[src/design/pri_pkg.sv]
package pri_pkg;

  // Source and register geometry
  localparam int NUM_SLOTS = 48;
  localparam int NUM_FLAG_REGS = 3;
  localparam int NUM_PRIO_REGS = 12;
  localparam int REG_W = 16;
  localparam int NUM_TRAPS = 4;
  localparam int NUM_EXT = 3;
  localparam int NUM_WORDS = 24;
  localparam int TDIS_W = 14;

  // Word indices; byte address is four times the index
  localparam logic [4:0] IDX_FLAGS = 5'h00;
  localparam logic [4:0] IDX_ENABLES = 5'h03;
  localparam logic [4:0] IDX_PRIO = 5'h06;
  localparam logic [4:0] IDX_CTRL_FIRST = 5'h12;
  localparam logic [4:0] IDX_CTRL_SECOND = 5'h13;
  localparam logic [4:0] IDX_CORE_STATUS = 5'h14;
  localparam logic [4:0] IDX_CORE_CONTROL = 5'h15;
  localparam logic [4:0] IDX_TDIS_COUNT = 5'h16;
  localparam logic [4:0] IDX_ACTIVE = 5'h17;

  // Field positions
  localparam int NEST_DIS_BIT = 15;
  localparam int ALT_SEL_BIT = 15;
  localparam int TDIS_ACT_BIT = 14;
  localparam int LVL_HI_BIT = 3;
  localparam int PRIO_NIB_W = 4;
  localparam int PRIO_W = 3;
  localparam int TRAP_ADDR_ERR = 1;

  // Priority levels
  localparam logic [3:0] LVL_TDIS_CEIL = 4'h6;
  localparam logic [3:0] TRAP_LVL_BASE = 4'hc;
  localparam logic [3:0] LVL_RESET = 4'h0;

  // Vector numbering and tables
  localparam logic [5:0] VEC_SLOT_BASE = 6'h08;
  localparam logic [5:0] VEC_TRAP_BASE = 6'h01;
  localparam logic [23:0] PRIMARY_TABLE_BASE = 24'h000004;
  localparam logic [23:0] ALTERNATE_TABLE_BASE = 24'h000084;
  localparam logic [23:0] VSPACE_LO = 24'h000004;
  localparam logic [23:0] VSPACE_HI = 24'h0000fe;

  // External pin slots in natural order
  localparam int EXT_SLOT0 = 0;
  localparam int EXT_SLOT1 = 16;
  localparam int EXT_SLOT2 = 23;

  // Vector fetch sequencer
  typedef enum logic [0:0] {
    PRI_IDLE = 1'b0,
    PRI_FETCH = 1'b1
  } pri_state_t;

endpackage

[src/design/pri_intc.sv]
// Notes on behaviour
// RULE1: Arbitrate peripheral sources and four processor traps
// RULE2: Flags set by sources, cleared by software
// RULE3: Flags set regardless of enable bits
// RULE4: Software clears stale flag before enabling
// RULE5: Only enabled sources are forwarded
// RULE6: Priority level stored per source centrally
// RULE7: Levels 1 lowest to 7 highest
// RULE8: Level zero source is never serviced
// RULE9: Level bit 3 control, bits 2-0 status
// RULE10: Nesting disable blocks new interrupts while servicing
// RULE11: Nesting disable makes level bits read-only
// RULE12: Timed disable masks levels six and below
// RULE13: Control registers hold traps, external, table
// RULE14: Program counter loaded through vector multiplexer
// RULE15: Primary table vectors in 0x04 to 0xFE
// RULE16: Fetch from vector space raises address error
// RULE17: Jump into vector space raises address error
// RULE18: Trigger options live in the peripherals; external pin polarity is held here in ext_pol_r
// RULE19: Three-bit field per nibble, top reads zero
// RULE20: Equal levels resolved by lowest source number
// RULE21: Traps use fixed levels eight and above
// RULE22: Level seven masks maskables, traps still taken
// RULE23: Forward only above current CPU level
// RULE24: Alternate table select redirects vector fetch
//
// Implementation choices: the placing of the registers and the APB slave port.
`timescale 1ns/1ps
`default_nettype none

module pri_intc #(
  parameter int ADDR_W = 12
) (
  // APB slave
  input wire logic pclk,
  input wire logic presetn,
  input wire logic psel,
  input wire logic penable,
  input wire logic pwrite,
  input wire logic [ADDR_W-1:0] paddr,
  input wire logic [31:0] pwdata,
  output logic [31:0] prdata,
  output logic pready,
  output logic pslverr,
  // Request sources
  input wire logic [pri_pkg::NUM_SLOTS-1:0] src_event,
  input wire logic [pri_pkg::NUM_EXT-1:0] ext_pin,
  input wire logic [pri_pkg::NUM_TRAPS-1:0] trap_event,
  // Core request handshake
  output logic irq_req,
  output logic [5:0] irq_vec,
  output logic [3:0] irq_lvl,
  input wire logic irq_ack,
  input wire logic core_ret,
  input wire logic [3:0] core_ret_lvl,
  output logic [3:0] cpu_priority_level,
  // Core execution monitor
  input wire logic instr_retire,
  input wire logic fetch_valid,
  input wire logic [23:0] fetch_addr,
  input wire logic jump_valid,
  input wire logic [23:0] jump_addr,
  // Program memory vector read and program counter mux
  output logic pm_rd,
  output logic [23:0] pm_addr,
  input wire logic [23:0] pm_rdata,
  input wire logic [23:0] pc_seq,
  output logic [23:0] pc_next,
  output logic pc_load
);

  // Register state
  logic [15:0] request_flags_r [pri_pkg::NUM_FLAG_REGS]; // Sticky request flags
  logic [15:0] source_enables_r [pri_pkg::NUM_FLAG_REGS]; // Per-source enables
  logic [2:0] prio_r [pri_pkg::NUM_SLOTS]; // Per-source priority field
  logic nest_dis_r; // Nesting disable control
  logic [pri_pkg::NUM_TRAPS-1:0] trap_flags_r; // Pending trap status
  logic alt_sel_r; // Alternate table select
  logic [pri_pkg::NUM_EXT-1:0] ext_pol_r; // 1 = rising edge, 0 = falling
  logic [3:0] cpu_lvl_r; // Current CPU priority level
  logic [pri_pkg::TDIS_W-1:0] tdis_cnt_r; // Timed disable instruction count
  logic [3:0] depth_r; // Interrupts currently in service
  pri_pkg::pri_state_t st_r; // Vector fetch state
  logic [31:0] prdata_r;
  logic irq_req_r;
  logic [5:0] irq_vec_r;
  logic [3:0] irq_lvl_r;
  logic pm_rd_r;
  logic [23:0] pm_addr_r;
  logic [23:0] pc_next_r;
  logic pc_load_r;

  // External pin synchronisers; the second and third stages feed the edge logic
  logic [pri_pkg::NUM_EXT-1:0] ext_s1_r, ext_s2_r, ext_s3_r;

  // APB decode
  wire [4:0] idx = paddr[6:2];
  wire idx_ok = (paddr[ADDR_W-1:7] == '0) && (idx < 5'(pri_pkg::NUM_WORDS));
  wire setup = psel && !penable;
  wire access = psel && penable;
  wire wr_en = access && pwrite && idx_ok;
  wire [15:0] wd = pwdata[15:0];
  wire tdis_act = (tdis_cnt_r != '0);
  wire lvl_wr_ok = !nest_dis_r; // RULE11
  wire wr_status = wr_en && (idx == pri_pkg::IDX_CORE_STATUS) && lvl_wr_ok;
  wire wr_control = wr_en && (idx == pri_pkg::IDX_CORE_CONTROL) && lvl_wr_ok;

  // Zero-wait slave; unmapped words answer with an error
  assign pready = 1'b1;
  assign pslverr = access && !idx_ok;

  // Synchroniser chain and edge events, polarity chosen per pin
  always_ff @(posedge pclk or negedge presetn) begin
    if (!presetn) begin
      ext_s1_r <= '0;
      ext_s2_r <= '0;
      ext_s3_r <= '0;
    end else begin
      ext_s1_r <= ext_pin;
      ext_s2_r <= ext_s1_r;
      ext_s3_r <= ext_s2_r;
    end
  end
  wire [pri_pkg::NUM_EXT-1:0] ext_edge =
    (ext_s2_r & ~ext_s3_r & ext_pol_r) | (~ext_s2_r & ext_s3_r & ~ext_pol_r);

  // Merge pin edges into the natural-order slot positions
  logic [pri_pkg::NUM_SLOTS-1:0] ext_slot;
  always_comb begin
    ext_slot = '0;
    ext_slot[pri_pkg::EXT_SLOT0] = ext_edge[0];
    ext_slot[pri_pkg::EXT_SLOT1] = ext_edge[1];
    ext_slot[pri_pkg::EXT_SLOT2] = ext_edge[2];
  end
  // Peripherals pick their own trigger style; pin levels arrive raw and are edge-detected here per ext_pol_r
  wire [pri_pkg::NUM_SLOTS-1:0] set_evt = src_event | ext_slot; // RULE18

  // Address error detection on the core's fetch and jump paths
  wire fetch_in_vs = fetch_valid && (fetch_addr >= pri_pkg::VSPACE_LO) &&
    (fetch_addr <= pri_pkg::VSPACE_HI); // RULE16
  wire jump_in_vs = jump_valid && (jump_addr >= pri_pkg::VSPACE_LO) &&
    (jump_addr <= pri_pkg::VSPACE_HI); // RULE17
  logic [pri_pkg::NUM_TRAPS-1:0] trap_set;
  always_comb begin
    trap_set = trap_event;
    trap_set[pri_pkg::TRAP_ADDR_ERR] = trap_event[pri_pkg::TRAP_ADDR_ERR] ||
      fetch_in_vs || jump_in_vs;
  end

  // Flag and enable words; a hardware set beats a same-cycle clear
  genvar k;
  generate
    for (k = 0; k < pri_pkg::NUM_FLAG_REGS; k++) begin : g_words
      wire wr_flag = wr_en && (idx == pri_pkg::IDX_FLAGS + 5'(k));
      wire wr_ena = wr_en && (idx == pri_pkg::IDX_ENABLES + 5'(k));
      always_ff @(posedge pclk or negedge presetn) begin
        if (!presetn) begin
          request_flags_r[k] <= '0;
          source_enables_r[k] <= '0;
        end else begin
          request_flags_r[k] <= (wr_flag ? wd : request_flags_r[k]) |
            set_evt[16*k +: 16]; // RULE2 RULE3
          if (wr_ena) begin
            source_enables_r[k] <= wd;
          end
        end
      end
    end
  endgenerate

  // Priority fields, four per word, low three bits of each nibble
  genvar s;
  generate
    for (s = 0; s < pri_pkg::NUM_SLOTS; s++) begin : g_prio
      wire wr_p = wr_en && (idx == pri_pkg::IDX_PRIO + 5'(s / 4));
      always_ff @(posedge pclk or negedge presetn) begin
        if (!presetn) begin
          prio_r[s] <= '0;
        end else if (wr_p) begin
          prio_r[s] <= wd[pri_pkg::PRIO_NIB_W*(s%4) +: pri_pkg::PRIO_W]; // RULE6 RULE19
        end
      end
    end
  endgenerate

  // Control words: nesting, trap status, table select, pin polarity
  always_ff @(posedge pclk or negedge presetn) begin
    if (!presetn) begin
      nest_dis_r <= 1'b0;
      trap_flags_r <= '0;
      alt_sel_r <= 1'b0;
      ext_pol_r <= '1;
    end else begin
      if (wr_en && idx == pri_pkg::IDX_CTRL_FIRST) begin
        nest_dis_r <= wd[pri_pkg::NEST_DIS_BIT];
      end
      // Trap status: software write, hardware set wins
      trap_flags_r <= ((wr_en && idx == pri_pkg::IDX_CTRL_FIRST) ?
        wd[pri_pkg::NUM_TRAPS-1:0] : trap_flags_r) | trap_set; // RULE13
      if (wr_en && idx == pri_pkg::IDX_CTRL_SECOND) begin
        alt_sel_r <= wd[pri_pkg::ALT_SEL_BIT]; // RULE13
        ext_pol_r <= wd[pri_pkg::NUM_EXT-1:0];
      end
    end
  end

  // Timed disable: load a count, step down on each retired instruction
  always_ff @(posedge pclk or negedge presetn) begin
    if (!presetn) begin
      tdis_cnt_r <= '0;
    end else if (wr_en && idx == pri_pkg::IDX_TDIS_COUNT) begin
      tdis_cnt_r <= wd[pri_pkg::TDIS_W-1:0];
    end else if (instr_retire && tdis_act) begin
      tdis_cnt_r <= tdis_cnt_r - 1'b1; // RULE12
    end
  end

  // Effective threshold: timed disable raises the floor to six
  wire [3:0] thr = (tdis_act && cpu_lvl_r < pri_pkg::LVL_TDIS_CEIL) ?
    pri_pkg::LVL_TDIS_CEIL : cpu_lvl_r; // RULE12
  wire nest_block = nest_dis_r && (depth_r != '0); // RULE10

  // Arbitration; maskable sources first, then traps override them.
  // Scanning down with >= leaves the lowest number on a tie.
  logic win_found;
  logic [3:0] win_lvl;
  logic [5:0] win_vec;
  always_comb begin
    logic [15:0] fl;
    logic [15:0] en;
    logic elig;
    fl = '0;
    en = '0;
    elig = 1'b0;
    win_found = 1'b0;
    win_lvl = '0;
    win_vec = '0;
    for (int i = pri_pkg::NUM_SLOTS - 1; i >= 0; i--) begin // RULE1
      fl = request_flags_r[i / 16];
      en = source_enables_r[i / 16];
      elig = fl[i % 16] && en[i % 16] && // RULE5
        (prio_r[i] != '0) && // RULE8
        ({1'b0, prio_r[i]} > thr) && !nest_block; // RULE7 RULE23 RULE22
      if (elig && {1'b0, prio_r[i]} >= win_lvl) begin // RULE20
        win_found = 1'b1;
        win_lvl = {1'b0, prio_r[i]};
        win_vec = pri_pkg::VEC_SLOT_BASE + 6'(i);
      end
    end
    // Traps sit at fixed levels above every maskable one
    for (int t = 0; t < pri_pkg::NUM_TRAPS; t++) begin
      if (trap_flags_r[t] && (pri_pkg::TRAP_LVL_BASE + 4'(t)) > cpu_lvl_r) begin // RULE21
        win_found = 1'b1;
        win_lvl = pri_pkg::TRAP_LVL_BASE + 4'(t);
        win_vec = pri_pkg::VEC_TRAP_BASE + 6'(t);
      end
    end
  end

  // Vector address from the selected table, two words per vector
  wire [23:0] tbl_base = alt_sel_r ? pri_pkg::ALTERNATE_TABLE_BASE :
    pri_pkg::PRIMARY_TABLE_BASE; // RULE24 RULE15
  wire [23:0] vec_addr = tbl_base + {17'h0, irq_vec_r, 1'b0};
  wire take = (st_r == pri_pkg::PRI_IDLE) && irq_ack && irq_req_r;

  // Request presented to the core, held quiet during a fetch
  always_ff @(posedge pclk or negedge presetn) begin
    if (!presetn) begin
      irq_req_r <= 1'b0;
      irq_vec_r <= '0;
      irq_lvl_r <= '0;
    end else begin
      irq_req_r <= win_found && (st_r == pri_pkg::PRI_IDLE) && !irq_ack;
      irq_vec_r <= win_vec;
      irq_lvl_r <= win_lvl;
    end
  end

  // CPU level: taking, returning, then software in that order
  always_ff @(posedge pclk or negedge presetn) begin
    if (!presetn) begin
      cpu_lvl_r <= pri_pkg::LVL_RESET;
    end else if (take) begin
      cpu_lvl_r <= irq_lvl_r;
    end else if (core_ret) begin
      cpu_lvl_r <= core_ret_lvl;
    end else if (wr_status) begin
      cpu_lvl_r[2:0] <= wd[2:0]; // RULE9
    end else if (wr_control) begin
      cpu_lvl_r[pri_pkg::LVL_HI_BIT] <= wd[pri_pkg::LVL_HI_BIT]; // RULE9
    end
  end

  // Service depth for the nesting guard
  always_ff @(posedge pclk or negedge presetn) begin
    if (!presetn) begin
      depth_r <= '0;
    end else if (take && !core_ret) begin
      depth_r <= depth_r + 1'b1;
    end else if (core_ret && !take && depth_r != '0) begin
      depth_r <= depth_r - 1'b1;
    end
  end

  // Vector fetch: read program memory, then steer its word into the PC
  always_ff @(posedge pclk or negedge presetn) begin
    if (!presetn) begin
      st_r <= pri_pkg::PRI_IDLE;
      pm_rd_r <= 1'b0;
      pm_addr_r <= '0;
      pc_next_r <= '0;
      pc_load_r <= 1'b0;
    end else begin
      pm_rd_r <= take;
      pc_load_r <= (st_r == pri_pkg::PRI_FETCH);
      // 24-bit mux at the program counter input
      pc_next_r <= (st_r == pri_pkg::PRI_FETCH) ? pm_rdata : pc_seq; // RULE14
      unique case (st_r)
        pri_pkg::PRI_IDLE: begin
          if (take) begin
            pm_addr_r <= vec_addr;
            st_r <= pri_pkg::PRI_FETCH;
          end
        end
        pri_pkg::PRI_FETCH: begin
          st_r <= pri_pkg::PRI_IDLE;
        end
      endcase
    end
  end

  // Readable words
  logic [31:0] rd_words [pri_pkg::NUM_WORDS];
  generate
    for (k = 0; k < pri_pkg::NUM_FLAG_REGS; k++) begin : g_rd_fl
      assign rd_words[k] = {16'h0, request_flags_r[k]};
      assign rd_words[k + 3] = {16'h0, source_enables_r[k]};
    end
    for (k = 0; k < pri_pkg::NUM_PRIO_REGS; k++) begin : g_rd_pr
      assign rd_words[k + 6] = {16'h0, 1'b0, prio_r[4*k+3], 1'b0, prio_r[4*k+2],
        1'b0, prio_r[4*k+1], 1'b0, prio_r[4*k]}; // RULE19
    end
  endgenerate
  assign rd_words[18] = {16'h0, nest_dis_r, 11'h0, trap_flags_r};
  assign rd_words[19] = {16'h0, alt_sel_r, tdis_act, 11'h0, ext_pol_r};
  assign rd_words[20] = {29'h0, cpu_lvl_r[2:0]};
  assign rd_words[21] = {28'h0, cpu_lvl_r[pri_pkg::LVL_HI_BIT], 3'h0};
  assign rd_words[22] = {18'h0, tdis_cnt_r};
  assign rd_words[23] = {16'h0, irq_req_r, depth_r, irq_lvl_r, 1'b0, irq_vec_r};
  wire [31:0] rd_sel = idx_ok ? rd_words[idx] : 32'h0000_0000;

  // Read data captured in the setup cycle, valid for the access edge
  always_ff @(posedge pclk or negedge presetn) begin
    if (!presetn) begin
      prdata_r <= '0;
    end else if (setup && !pwrite) begin
      prdata_r <= rd_sel;
    end
  end

  // Outputs
  assign prdata = prdata_r;
  assign irq_req = irq_req_r;
  assign irq_vec = irq_vec_r;
  assign irq_lvl = irq_lvl_r;
  assign cpu_priority_level = cpu_lvl_r;
  assign pm_rd = pm_rd_r;
  assign pm_addr = pm_addr_r;
  assign pc_next = pc_next_r;
  assign pc_load = pc_load_r;

endmodule

`default_nettype wire

[config.mk]
export PLATFORM = sky130hd
export DESIGN_NAME = pri_intc
export DESIGN_NICKNAME = d
export VERILOG_FILES = /design/src/design/pri_pkg.sv /design/src/design/pri_intc.sv
export SDC_FILE = /design/constraint.sdc
export NUM_CORES = 1
export LEC_CHECK = 0
export BUFFER_PORTS_ARGS = -buffer_cell sky130_fd_sc_hd__buf_2
export CORE_UTILIZATION = 60
export CTS_BUF_LIST = sky130_fd_sc_hd__clkbuf_4 sky130_fd_sc_hd__clkbuf_8 sky130_fd_sc_hd__clkbuf_16
export CTS_CLUSTER_SIZE = 10
export DETAILED_ROUTE_END_ITERATION = 12
export MAX_ROUTING_LAYER = met4
export PLACE_DENSITY = 0.81
export SYNTH_ARGS = -nofsm -noshare
export SYNTH_HDL_FRONTEND = slang
export SYNTH_SLANG_ARGS = --single-unit
export TNS_END_PERCENT = 10
[constraint.sdc]
create_clock -name pclk -period 107.9 [get_ports pclk]
set_input_delay 21.58 -clock pclk [delete_from_list [all_inputs] [get_ports pclk]]
set_output_delay 21.58 -clock pclk [all_outputs]
set_load 0.01 [all_outputs]
==> metrics.txt <==
clk sink count=342; grt total ovfl=0; largest net degree at the start of global routing=160; DR WL/cell=26.9 um; dpl cell area=between 0.02 and 0.03 sq mm; area growth from synthesis to layout=9.77%; Min-Delay Path Depth=0; commonest non-fill, non-tap cell in the layout=nand2_1; areal power density over the cells=11.2 mW/mm^2; DIE HEIGHT=216 um; clock slew at reported path FFs=approximately 0.06 ns; Crit. Startpoint=tdis_cnt_r[0]; WP data required=~110 ns; setup_tns=0 ns; Slew Limit Fails=0; slew margin rel.=0.163; Post-synth EDFFs=0; area leader, netlist=dfrtp_1; Longest Clk Path Bufs=3; TritonCTS clock tree=done; Core Area=0.0453 sq mm; Starting Density=0.608; Startpoint Class=flip-flop; first-pass iteration count of the detailed router=8; Yosys cell types=126; port bufs=between 200 and 300; antenna-violating nets left=0; standard-cell rows=78; first-pass GRT wire length=150000 um; crit-path max FO=29; measured slew at the worst slew-check pin=roughly 1.3 ns; Avg Cell Area, Syn=between 9 and 10 sq um; Hold WS=0.349 ns; Crit Reg-Reg Startpoint=tdis_cnt_r[0]; die area=roughly 0.047 sq mm; final HPWL from detailed placement=74100 um; min-delay src=ext_s1_r[0]; TritonCTS buffer count=42; DRC violation count after routing=0; initial antenna violation count=10; type of the most critical hold path=reg2reg; worst path arrival time=~79 ns; CP peak stage delay=0.91 ns; slowest library cell on the worst path=a311oi_1; # nets final=3523; capture point of the worst reg-to-reg path=irq_req; top post-synthesis cells by area=dfrtp_1, ha_1, mux2_2; I/O pins=308; FF-to-FF path depth=351; die span in x=around 220 um; Synth Instances=about 3000; Fmax=0.0128 GHz; RSZ-0062 raised after global routing=false; initial DRC count=3375; leakage power=between 0.01 and 0.015 uW; CTS H-tree depth=2; final wirelength=101000 um; via count=26400; Seq cells post-synth=342; Post-CTS Hold Buffers=0; Hold Path End=ext_s2_r[0]; max cap viols=0; most frequent cells in the layout=nand2_1, dfrtp_1, buf_2, mux2_2, ha_1; worst vdd ir=0.0000114 V; synthesized area=0.0275 sq mm; asr flop ratio synth=1.00; predominant post-synthesis flop cell=dfrtp_1; Clock Skew=0.0180 ns; final worst-path cycle share=0.726; post-layout min period=between 70 and 80 ns; Worst-Skew Late Latency=about 0.55 ns; via/cell ratio=7.04; GPL Wtd Cong=1.02; status=completed; postcts setup bufs=0; Total GRT Usage=0.437; post-synthesis sequential area ratio=0.311; Synth warnings=0; final setup violation count=0; CP most frequent cell=ha_1; post_cts resized=0; kind of critical path=reg2reg; CP Capture Type=flip-flop; r2r setup slk=between 20 and 30 ns; layout cell share with drive strength beyond 1=0.228; Final Hold Viols=0; share of the synthesized area in the top cell type=0.308; final instance area=0.0302 sq mm; vias in the first global route=24700; Root Driver=clkbuf_16
-- final cells by class --
class	instances	area, sq um
Antenna cell	12	30.0
Clock buffer	58	1210
Clock inverter	4	52.6
Fill cell	3615	15100
Inverter	131	492
Multi-Input combinational cell	2319	17700
Sequential cell	342	8560
Tap cell	600	751
Timing Repair Buffer	276	1460
-- per-stage QoR --
step                power (uW)  setup WS [ns]  utilization  std cells
global route               346          24.30        0.667       3740
CTS                        335          31.10        0.666       3730
detailed placement         201          31.49        0.638       3668
floorplan                  178          38.88            -       2998
finish                     337          29.52        0.667       3742
global placement           198          33.57        0.638       3668
-- registers in the layout (all words and copies together) (netlist names), 4 cells and up --
signal              flops
depth_r                 4
rd_words               96
pm_addr                 8
tdis_cnt_r             14
prdata                 16
cpu_priority_level      4
pc_next                24
trap_flags_r            4
irq_lvl                 4
prio_r                144
irq_vec                 6
-- routing by layer --
metal	wire, um	track usage
met1	36700	0.542
met4	8550	0.304
met3	12600	0.0980
met5	0	-
met2	42900	0.635
-- critical path, delay by kind of cell (launching register included) --
kind                     cells  cell delay (ns)
multiplexers                14             5.23
AO/OA/AOI/OAI              147            33.99
flip-flops                   1             0.37
buffers and inverters       10             1.30
AND/OR/NAND/NOR            128            23.14
adder cells (fa/ha/maj)     52            14.12
-- cell families after synthesis --
logic type | after synthesis | share of synthesized area
flip-flops | 342 | 0.311
AO/OA/AOI/OAI | 761 | 0.200
XOR/XNOR | 65 | 0.0207
multiplexers | 296 | 0.148
other | 2 | 0.000273
AND/OR/NAND/NOR | 953 | 0.171
buffers and inverters | 337 | 0.0535
adder cells (fa/ha/maj) | 211 | 0.0954
-- cell usage after synthesis (48+ instances only) --
master and number:
nand2_1 389, dfrtp_1 339, mux2_2 208, ha_1 201, o21ai_0 197, nor2_1 153, a21oi_1 132, inv_1 129
clkbuf_1 115, mux4_2 65, nand2b_1 57, xnor2_1 54, nand3b_1 51, buf_4 49, nor3_1 48
-- how the worst max path moves through the flow --
stage	slack (ns)	end
2_1_floorplan	38.88	irq_req
3_3_place_gp	33.57	irq_req
3_5_place_dp	31.49	irq_req
4_1_cts	31.10	irq_req
5_1_grt	24.30	irq_req
6_report	29.52	irq_req
-- report_power, final --
group / internal, uW / switching [uW] / leakage (uW)
Sequential: 134 / 8.32 / 0.00416
Combinational: 22.3 / 37.2 / 0.00891
Clock: 79.9 / 55.6 / 0.000636
Total: 236 / 101 / 0.0137
Power figures use the tool's default switching activity.
